$ cat config.mk
export PLATFORM = sky130hd
export DESIGN_NAME = io_port_watchdog_timer
export DESIGN_NICKNAME = d
export VERILOG_FILES = /design/src/design/wdt_pkg.sv /design/src/design/io_port_watchdog_timer.sv /design/src/design/wdt_prescaler.sv
export SDC_FILE = /design/constraint.sdc
export NUM_CORES = 1
export LEC_CHECK = 0
export BUFFER_PORTS_ARGS = -buffer_cell sky130_fd_sc_hd__buf_2
export CORE_ASPECT_RATIO = 0.9
export CORE_MARGIN = 5
export CORE_UTILIZATION = 60
export DETAILED_ROUTE_END_ITERATION = 7
export PLACE_DENSITY_LB_ADDON = 0.25
export SLEW_MARGIN = 25
export SYNTH_ARGS = -nofsm -noshare
export SYNTH_HDL_FRONTEND = slang
export SYNTH_SLANG_ARGS = --single-unit
$ cat constraint.sdc
create_clock -name ref_clk_i -period 5.6 [get_ports ref_clk_i]
set_clock_uncertainty 0.2 [all_clocks]
set_input_delay 0 -clock ref_clk_i [delete_from_list [all_inputs] [get_ports ref_clk_i]]
set_output_delay 0 -clock ref_clk_i [all_outputs]
set_load 0.1 [all_outputs]
$ cat src/design/wdt_pkg.sv
// Constants, types and timing for the I/O port watchdog timer.
// Assumes a 40 MHz reference clock and a host I/O write bus on that clock.
package wdt_pkg;

    // Port addresses
    localparam logic [15:0] DISABLE_PORT_ADDR = 16'h0441;
    localparam logic [15:0] ENABLE_PORT_ADDR = 16'h0443;

    // Field layout of the enable port data word
    localparam int TIMEOUT_SEL_LSB = 0;
    localparam int TIMEOUT_SEL_W = 4;
    // Seconds per timeout level is 8, applied as a shift
    localparam int STEP_SHIFT = 3;
    localparam int SECS_W = TIMEOUT_SEL_W + STEP_SHIFT;
    localparam logic [TIMEOUT_SEL_W-1:0] TIMEOUT_SEL_MAX = 4'hf;

    // Clock and timing
    localparam int CLK_HZ = 40_000_000;
    localparam int CLK_MHZ = 40;
    localparam int TICK_SEC = 1;
    localparam int CYCLES_PER_TICK = TICK_SEC * CLK_HZ;
    localparam int PRESCALE_W = 26;
    // Width of the reset or NMI pulse on expiry
    localparam int PULSE_NS = 1000;
    localparam int PULSE_CYCLES = (PULSE_NS * CLK_MHZ + 999) / 1000;
    localparam int PULSE_W = 8;

    // Reset values
    localparam logic [SECS_W-1:0] SECS_RESET = 7'h00;
    localparam logic [PULSE_W-1:0] PULSE_RESET = 8'h00;

    // One host I/O write cycle
    typedef struct packed {
        logic wr;
        logic [15:0] addr;
        logic [15:0] data;
    } io_wr_t;

    typedef enum logic [2:0] {
        ST_IDLE = 3'b001,
        ST_ARMED = 3'b010,
        ST_FIRE = 3'b100
    } wdt_state_t;

endpackage : wdt_pkg

$ cat src/design/io_port_watchdog_timer.sv
// Watchdog timer armed and disarmed by host I/O port writes.
// Assumes the I/O write bus is synchronous to ref_clk_i; the jumper is an async board level.
//
// Operation
// Writing the enable port arms the watchdog; expiry triggers the selected action.
// Writing the disable port stops the watchdog until armed again.
// Data written to the disable port is ignored.
// Enable data value v selects a timeout of (15 - v) times 8 seconds.
// Expiry raises either system reset or NMI, chosen by a board jumper.
// Actual timeout stays within a quarter of its nominal value.
// Software should refresh the watchdog about once a second.
// Every enable write reloads the countdown and acts as the refresh.
`timescale 1ns/100ps
module io_port_watchdog_timer #(
    parameter int CYCLES_PER_SEC = wdt_pkg::CYCLES_PER_TICK
) (
    input wire logic ref_clk_i, // 40 MHz reference clock
    input wire logic rst_i, // Synchronous reset, active high
    input wire wdt_pkg::io_wr_t io_bus_i, // Host I/O write: strobe, address, data
    input wire logic jumper_nmi_i, // Board jumper: 1 selects NMI, 0 system reset
    output logic sys_reset_o, // Reset pulse on expiry, active high
    output logic nmi_o, // NMI pulse on expiry, active high
    output logic armed_o // Watchdog is counting
);
    import wdt_pkg::*;

    ////////////////////////////////////////////////////////////////////////////////
    // Port decode and jumper synchroniser

    logic enable_hit;
    logic disable_hit;
    logic [TIMEOUT_SEL_W-1:0] timeout_sel;
    logic [SECS_W-1:0] load_secs;
    logic jmp_meta_reg;
    logic jmp_sync_reg;
    logic tick;

    // Disable decode looks at the address only; the data word plays no part
    assign disable_hit = io_bus_i.wr && (io_bus_i.addr == DISABLE_PORT_ADDR);
    assign enable_hit = io_bus_i.wr && (io_bus_i.addr == ENABLE_PORT_ADDR);
    assign timeout_sel = io_bus_i.data[TIMEOUT_SEL_LSB +: TIMEOUT_SEL_W];
    // Level F gives zero seconds, level 0 gives the longest wait
    assign load_secs = {TIMEOUT_SEL_MAX - timeout_sel, {STEP_SHIFT{1'b0}}};

    always_ff @(posedge ref_clk_i) begin
        if (rst_i) begin
            jmp_meta_reg <= 1'b0;
            jmp_sync_reg <= 1'b0;
        end else begin
            jmp_meta_reg <= jumper_nmi_i;
            jmp_sync_reg <= jmp_meta_reg;
        end
    end

    // Restarting the prescaler on each enable write makes every interval whole seconds
    wdt_prescaler #(
        .CYCLES(CYCLES_PER_SEC)
    ) u_prescaler (
        .ref_clk_i(ref_clk_i),
        .rst_i(rst_i),
        .restart_i(enable_hit),
        .tick_o(tick)
    );

    ////////////////////////////////////////////////////////////////////////////////
    // Countdown and expiry state

    wdt_state_t state_reg;
    wdt_state_t state_next;
    logic [SECS_W-1:0] secs_reg;
    logic [SECS_W-1:0] secs_next;
    logic [PULSE_W-1:0] pulse_reg;
    logic [PULSE_W-1:0] pulse_next;
    logic use_nmi_reg;
    logic use_nmi_next;
    logic sys_reset_next;
    logic nmi_next;
    logic armed_next;

    always_comb begin
        state_next = state_reg;
        secs_next = secs_reg;
        pulse_next = pulse_reg;
        use_nmi_next = use_nmi_reg;
        unique case (state_reg)
            ST_IDLE: begin
                if (enable_hit) begin
                    state_next = ST_ARMED;
                    secs_next = load_secs;
                end
            end
            ST_ARMED: begin
                if (disable_hit) begin
                    state_next = ST_IDLE;
                end else if (enable_hit) begin
                    secs_next = load_secs;
                end else if (secs_reg == '0) begin
                    state_next = ST_FIRE;
                    pulse_next = PULSE_W'(PULSE_CYCLES - 1);
                    use_nmi_next = jmp_sync_reg;
                end else if (tick) begin
                    secs_next = secs_reg - SECS_W'(1);
                end
            end
            ST_FIRE: begin
                // A refresh or disable write ends the pulse at once; a refresh also arms again
                if (disable_hit) begin
                    state_next = ST_IDLE;
                end else if (enable_hit) begin
                    state_next = ST_ARMED;
                    secs_next = load_secs;
                end else if (pulse_reg == '0) begin
                    state_next = ST_IDLE;
                end else begin
                    pulse_next = pulse_reg - PULSE_W'(1);
                end
            end
            default: begin
                state_next = ST_IDLE;
            end
        endcase
        sys_reset_next = (state_next == ST_FIRE) && !use_nmi_next;
        nmi_next = (state_next == ST_FIRE) && use_nmi_next;
        armed_next = (state_next == ST_ARMED);
    end

    always_ff @(posedge ref_clk_i) begin
        if (rst_i) begin
            state_reg <= ST_IDLE;
            secs_reg <= SECS_RESET;
            pulse_reg <= PULSE_RESET;
            use_nmi_reg <= 1'b0;
            sys_reset_o <= 1'b0;
            nmi_o <= 1'b0;
            armed_o <= 1'b0;
        end else begin
            state_reg <= state_next;
            secs_reg <= secs_next;
            pulse_reg <= pulse_next;
            use_nmi_reg <= use_nmi_next;
            sys_reset_o <= sys_reset_next;
            nmi_o <= nmi_next;
            armed_o <= armed_next;
        end
    end

    ////////////////////////////////////////////////////////////////////////////////
    // Checks

    logic firing;
    assign firing = sys_reset_o || nmi_o;

    a_enable_arms: assert property (@(posedge ref_clk_i) disable iff (rst_i)
        enable_hit |=> armed_o && (state_reg == ST_ARMED))
        else $error("enable write did not arm the watchdog");

    a_disable_stops: assert property (@(posedge ref_clk_i) disable iff (rst_i)
        disable_hit |=> !armed_o ##1 !firing)
        else $error("disable write did not stop the watchdog");

    a_idle_is_quiet: assert property (@(posedge ref_clk_i) disable iff (rst_i)
        (state_reg == ST_IDLE) && !enable_hit |=> !firing && !armed_o)
        else $error("expiry action while stopped");

    a_disable_data_free: assert property (@(posedge ref_clk_i) disable iff (rst_i)
        disable_hit && (state_reg == ST_ARMED) |=> (state_reg == ST_IDLE) && !firing)
        else $error("disable write data changed the outcome");

    a_load_level: assert property (@(posedge ref_clk_i) disable iff (rst_i)
        enable_hit |=> secs_reg == {~$past(io_bus_i.data[3:0]), 3'b000})
        else $error("timeout level loaded wrongly");

    a_zero_level: assert property (@(posedge ref_clk_i) disable iff (rst_i)
        enable_hit && (io_bus_i.data[3:0] == 4'hf) ##1 !io_bus_i.wr |=> firing)
        else $error("level F did not expire at once");

    a_action_select: assert property (@(posedge ref_clk_i) disable iff (rst_i)
        $rose(firing) |-> (nmi_o == $past(jmp_sync_reg)) && (sys_reset_o == !$past(jmp_sync_reg)))
        else $error("expiry action does not follow the jumper");

    a_single_action: assert property (@(posedge ref_clk_i) disable iff (rst_i)
        !(sys_reset_o && nmi_o))
        else $error("reset and NMI raised together");

    a_tick_countdown: assert property (@(posedge ref_clk_i) disable iff (rst_i)
        (state_reg == ST_ARMED) && tick && !io_bus_i.wr && (secs_reg != '0)
        |=> secs_reg == $past(secs_reg) - 7'h01)
        else $error("countdown did not follow the second tick");

    a_no_early_fire: assert property (@(posedge ref_clk_i) disable iff (rst_i)
        (state_reg == ST_ARMED) && (secs_reg != '0) |=> !firing)
        else $error("expiry before the countdown ran out");

    a_refresh_reload: assert property (@(posedge ref_clk_i) disable iff (rst_i)
        (state_reg == ST_ARMED) && enable_hit |=> armed_o && !firing)
        else $error("refresh did not reload the countdown");

    // Outputs mirror the fire state, so firing stands for the whole pulse
    a_expiry_fires: assert property (@(posedge ref_clk_i) disable iff (rst_i)
        (state_reg == ST_ARMED) && (secs_reg == '0) && !io_bus_i.wr |=> firing && !armed_o)
        else $error("countdown ran out without an expiry action");

    a_fire_after_zero: assert property (@(posedge ref_clk_i) disable iff (rst_i)
        $rose(firing) |-> ($past(state_reg) == ST_ARMED) && ($past(secs_reg) == '0))
        else $error("expiry action without an expired countdown");

    a_pulse_holds: assert property (@(posedge ref_clk_i) disable iff (rst_i)
        firing && (pulse_reg != '0) && !io_bus_i.wr |=> firing && $stable(nmi_o))
        else $error("expiry pulse cut short or changed action");

    a_pulse_ends: assert property (@(posedge ref_clk_i) disable iff (rst_i)
        firing && (pulse_reg == '0) && !io_bus_i.wr |=> !firing && !armed_o)
        else $error("expiry pulse did not end");

    c_reset_fired: cover property (@(posedge ref_clk_i) disable iff (rst_i) $rose(sys_reset_o));
    c_nmi_fired: cover property (@(posedge ref_clk_i) disable iff (rst_i) $rose(nmi_o));
    c_refreshed: cover property (@(posedge ref_clk_i) disable iff (rst_i)
        (state_reg == ST_ARMED) && tick ##[1:20] enable_hit);
    c_disarmed: cover property (@(posedge ref_clk_i) disable iff (rst_i)
        (state_reg == ST_ARMED) && disable_hit);
    c_zero_level: cover property (@(posedge ref_clk_i) disable iff (rst_i)
        enable_hit && (timeout_sel == TIMEOUT_SEL_MAX));

endmodule : io_port_watchdog_timer

$ cat src/design/wdt_prescaler.sv
// One-second tick generator for the watchdog countdown.
// Assumes restart_i is a one-cycle pulse on the same clock.
`timescale 1ns/100ps
module wdt_prescaler #(
    parameter int CYCLES = 40_000_000
) (
    input wire logic ref_clk_i, // Reference clock
    input wire logic rst_i, // Synchronous reset, active high
    input wire logic restart_i, // Start a fresh tick period
    output logic tick_o // One-cycle pulse per period
);
    import wdt_pkg::*;

    localparam logic [PRESCALE_W-1:0] LAST = PRESCALE_W'(CYCLES - 1);

    logic [PRESCALE_W-1:0] cnt_reg;
    logic [PRESCALE_W-1:0] cnt_next;
    logic tick_next;

    always_comb begin
        cnt_next = cnt_reg + PRESCALE_W'(1);
        tick_next = 1'b0;
        if (restart_i) begin
            cnt_next = '0;
        end else if (cnt_reg == LAST) begin
            cnt_next = '0;
            tick_next = 1'b1;
        end
    end

    always_ff @(posedge ref_clk_i) begin
        if (rst_i) begin
            cnt_reg <= '0;
            tick_o <= 1'b0;
        end else begin
            cnt_reg <= cnt_next;
            tick_o <= tick_next;
        end
    end

    // Between restarts, ticks are exactly CYCLES apart, keeping every interval well inside the tolerance band
    a_tick_spacing: assert property (@(posedge ref_clk_i) disable iff (rst_i)
        tick_o |-> cnt_reg == '0)
        else $error("tick out of step with prescale counter");

endmodule : wdt_prescaler

* Word level (Yosys, flattened, before mapping) *
Cells that the tools add are included.

word-level totals
  flip-flop bits (word level) = 51
  input port bits = 36
  output and inout port bits = 3
  word-level logic and storage cells = 71

operators by class
  add/subtract/negate cells = 4
  equality and inequality tests = 16
  multiplexer cells = 27
  reduce and logical (&&, ||, !) cells = 13

operators by type and width
  cell                   number
  $mux 8                 6
  $mux 7                 6
  $eq 16x11->1 const B   2
  $add 26x1->26 const B  1
  $eq 26x26->1 const B   1
  $mux 3                 7
  $pmux 7 s3             1
  $pmux 8 s2             1
  $ne 2x2->1 const B     6
  $pmux 3 s3             1
  $logic_not 8->1        1
  $sub 8x1->8 const B    1
  $logic_not 7->1        1
  $reduce_and 7->1       1
  $sub 7x1->7 const B    1
  $eq 3x2->1 const B     2
  $eq 3x3->1 const B     2
  $mux 1                 5
  $reduce_and 5->1       1
  $logic_and 1x1->1      4
  $sub 4x4->4 const A    1
  $eq 3x1->1 const B     1
  $ne 3x2->1 const B     1
  $ne 3x3->1 const B     1
  5 further kinds        5

* Logic depth before layout (Yosys ltp) *
  depth in word-level cells = 7
  mapped depth = 9
  depth with buffers taken out = 8

* Hierarchy *
Synthesis repeated with hierarchy kept, for this count alone.

unflattened totals
  cell total of the unflattened synthesis = 306
  area total of the unflattened synthesis = 2663.8 sq um

modules (own cells, without submodules)
  module                  instances  cells each  area each (sq um)
  wdt_prescaler           1          158         1342.5
  io_port_watchdog_timer  1          148         1321.3

* Worst setup path before layout *
OpenSTA, ideal clock, no wires.

  path type = reg2reg
  start point = register secs_reg[0]
  end point = register pulse_reg[6]
  library setup time = 80 ps
  data arrival time = 1897 ps
  required time = 5320 ps
  setup slack = 3423 ps
  cell stages (with the launch flop) = 9
  clock period less this slack = 2177 ps
  path through = dfxtp_1 inv_1 ha_1 or3b_4 nand3b_4 a21oi_4 nand2_2 or3_1 a211oi_2

on the way
  cells in the longest elaborated chain, start to end = 3

RTL lines
  element                     RTL line                       RTL
  start: declaration          io_port_watchdog_timer.sv:70   logic [SECS_W-1:0] secs_reg;
  start signal: assignment    io_port_watchdog_timer.sv:138  secs_reg <= secs_next;
  $logic_not 7->1             io_port_watchdog_timer.sv:97   end else if (secs_reg == '0) begin
  $ne 2x2->1 (no line)        n/a
  $reduce_and 7->1 (no line)  n/a
  end signal: assignment      io_port_watchdog_timer.sv:139  pulse_reg <= pulse_next;
  end: declaration            io_port_watchdog_timer.sv:72   logic [PULSE_W-1:0] pulse_reg;

No other way between the ends.
A chain may end at the register's enable or synchronous reset.

* Worst setup path in the final report *
  start point = register secs_reg[0]
  end point = register secs_reg[5]

on the way
  cells in the longest elaborated chain, start to end = 6

RTL lines
  element      RTL line                       RTL
  $sub 7x1->7  io_port_watchdog_timer.sv:102  secs_next = secs_reg - SECS_W'(1);
  $mux 7       io_port_watchdog_timer.sv:101  end else if (tick) begin
  $mux 7       io_port_watchdog_timer.sv:97
  $mux 7       io_port_watchdog_timer.sv:95   end else if (enable_hit) begin
  $mux 7       io_port_watchdog_timer.sv:93   if (disable_hit) begin
  $pmux 7 s3   io_port_watchdog_timer.sv:85   unique case (state_reg)

Several ways; a longest one is shown, not always the timed one. The select of a mux whose other input is x is not followed.

==> key figures <==
Layout
  – # nets final: 348
  – Ant. Diodes: 0
  – Fillers: 312
  – Max FFs per register: 26
  – Non-filler instance count after layout: 356
  – Share of layout cells above drive strength 1: 0.139
  – Area Overhead vs Synth: 15.1%

Timing
  – Final setup vio count: 0
  – Fmax: 363 MHz
  – Min Tclk post-route: 2.76 ns
  – Final hold vios: 0
  – Tcrit/Tclk final: 0.492
  – Worst-margin pin slew: 0.845 ns
  – RSZ-0062 raised after global routing: false
  – Setup TNS: 0 ns
  – Rel. slew slack: 0.436
  – Worst hold slack: 0.193 ns
  – Max-slew violations: 0

Yosys
  – Post-synthesis sequential area ratio: 0.425
  – Synthesized net count: 311
  – Post-Syn Area: 2400 um^2
  – Count leader, synth: dfxtp_1
  – Post-synth EDFFs: 0
  – Post-synth ARST share: 0
  – Synth Warn #: 0
  – Post-synth top cells: dfxtp_1 (51), nor2_1 (48), xor2_1 (17)
  – Primary FF master, synth: dfxtp_1
  – Syn avg cell area: 8.84 um^2
  – Mapped Cells: 272
  – Synth unique cells: 48
  – Area contributors post-synth: dfxtp_1 (42%), nor2_1 (7.5%), xor2_1 (6.2%)
  – Area leader, netlist: dfxtp_1
  – Register bit count reported by yosys: 51
  – Post-synth top area share: 0.425

Global route
  – First-pass GRT wire length: 8050 um
  – Largest net degree at the start of global routing: 27
  – Vias in the first global route: 1,849
  – Initial antenna violation count: 0
  – Met2 usage: 0.292
  – GRT Total Usage: 0.178
  – GRT met1 Usage: 0.220
  – Gr busiest metal: met2
  – Total gr overflow: 0
  – GR Layer Usage met3: 0.0501

Route
  – Detailed Routing Iterations Pass 1: 4
  – Vias per inst: 5.43
  – Post-route DRC: 0
  – Detailed Route Iter0 Violations: 126
  – Routed WL per cell: 12.6 um
  – Via count: 1,933
  – Routed Antenna Nets: 0
  – Final wirelength: 4480 um

Clocking
  – CTS tree: done
  – CTS Root Cell: clkbuf_8
  – Clock H-tree levels: 2
  – Setup Fix Bufs, Post-CTS: 0
  – Worst-path clk slew: 0.09 ns
  – Post_cts resized: 0
  – Sink Count: 51
  – CTS max path bufs: 2
  – Cts hold-fix bufs: 11
  – Skew-Pair Late Insertion Delay: 0.31 ns
  – Cts bufs inserted: 5

Setup path
  – Critical path capture point type: flip-flop
  – Slowest-stage cell, CP: dlygate4sd3_1
  – Setup CP Type: flip-flop to flip-flop
  – CP Data Arrival Time: 2.76 ns
  – Worst path cell trace: inv_1 -> ha_1 -> or3b_4 -> nand2b_1 -> nand3_1 -> a21o_1 -> mux2i_1 -> nor2_1 -> dlygate4sd3_1
  – Crit path largest cell delay: 0.56 ns
  – Critical path launch point type: flip-flop
  – Critical Path RT: 5.60 ns
  – CP Max Fanout: 12
  – Worst r2r path cells: 9

Run
  – Max-cap violations: 0

Worst hold path
  – Worst Hold Path Cells: 6
  – Path type of the worst min-delay path: input pin to flip-flop

Pwr
  – Net Sw Power: 132 uW
  – Sw Share: 0.212
  – Max VDD drop: 0.000182 V
  – Leakage: 0.00102 uW
  – Combinational Power Share: 0.038
  – Total internal power: 491 uW
  – PD cells: 225 nW/um^2
  – Seq pwr share: 0.589
  – Clk network pwr share: 0.373

Floorplan
  – Die footprint: 5370 um^2
  – IO Count: 39
  – FP Rows: 21
  – Die Ht: 70.0 um
  – Die W: 76.7 um
  – Initial core utilization: 0.635
  – Core ar.: 3780 um^2

Status
  – Status: complete, no violations

Place
  – HPWL after detailed placement: 3070 um
  – Dpl cells: 337
  – Buffers on Ports: 26
  – Routability cong.: 0.760
## layout make-up
type                            count  area (um^2)  share of cell area
Sequential cell                    51         1020               0.369
Multi-Input combinational cell    205         1310               0.475
Tap cell                           46         57.6              0.0208
Clock buffer                        8          100              0.0362
Timing Repair Buffer               37          240              0.0868
Inverter                            9         33.8              0.0122
## worst max-delay path: cells and delay by family, from the launching register on
kind | cells | cell delay [ns]
muxes | 1 | 0.22
and+or+nand+nor | 4 | 0.74
buffers and inverters | 2 | 0.62
adders and majority gates | 1 | 0.19
DFF | 1 | 0.35
AOI/OAI and AO/OA | 1 | 0.32
## through the flow
step	worst slack, ns	instance area (um^2)	power (uW)	util
floorplan	3.42	2400	385	-
global placement	3.23	2560	394	0.676
detailed placement	3.18	2560	395	0.676
CTS	2.85	2770	626	0.731
global route	2.63	2770	645	0.731
finish	2.84	2770	622	0.731
## power groups by stage
stage          Combinational, uW  Sequential, uW  Clock, uW
4_1_cts                     24.1             367        235
3_5_place_dp                19.7             375          0
3_3_place_gp                19.4             375          0
2_1_floorplan               10.4             375          0
6_report                    23.9             366        232
5_1_grt                     26.7             367        251
## placed cells by master, fill, tap and decap left out, drive strengths merged, types with 3 or more instances in the layout
master	n
dfxtp	51
nor2	48
buf	26
xor2	17
nand3	15
xnor2	14
nand2	14
dlygate4sd3	11
a21oi	11
inv	9
nor3	9
clkbuf	8
nor2b	5
nand2b	5
mux2i	5
and3	5
or3	5
nor3b	5
o21ai	4
nand4	4
a211oi	4
nor4	3
and4	3
and2	3
ha	3
## routing by layer
metal  part of all wire  routed length (um)
met3              0.051                 230
met4              0.019                  85
met2               0.46                2060
met5                  0                   0
met1               0.47                2110
## kinds of logic after synthesis
| family | after synthesis | share of synthesized area |
|---|---|---|
| multiplexers | 6 | 0.0255 |
| AND/OR/NAND/NOR | 137 | 0.309 |
| XOR/XNOR | 31 | 0.113 |
| buffers and inverters | 16 | 0.0286 |
| adder cells (fa/ha/maj) | 3 | 0.0156 |
| flip-flops | 51 | 0.425 |
| AO/OA/AOI/OAI | 28 | 0.0838 |
## worst paths after layout
path / slack [ns] / start / to
max reg2reg: 2.84 / secs_reg[0] / secs_reg[5]
min reg2reg: 0.26 / jmp_meta_reg / jmp_sync_reg
min: 0.19 / io_bus_i[30] / secs_reg[2]
max: 2.84 / secs_reg[0] / secs_reg[5]
Power figures use the tool's default switching activity.
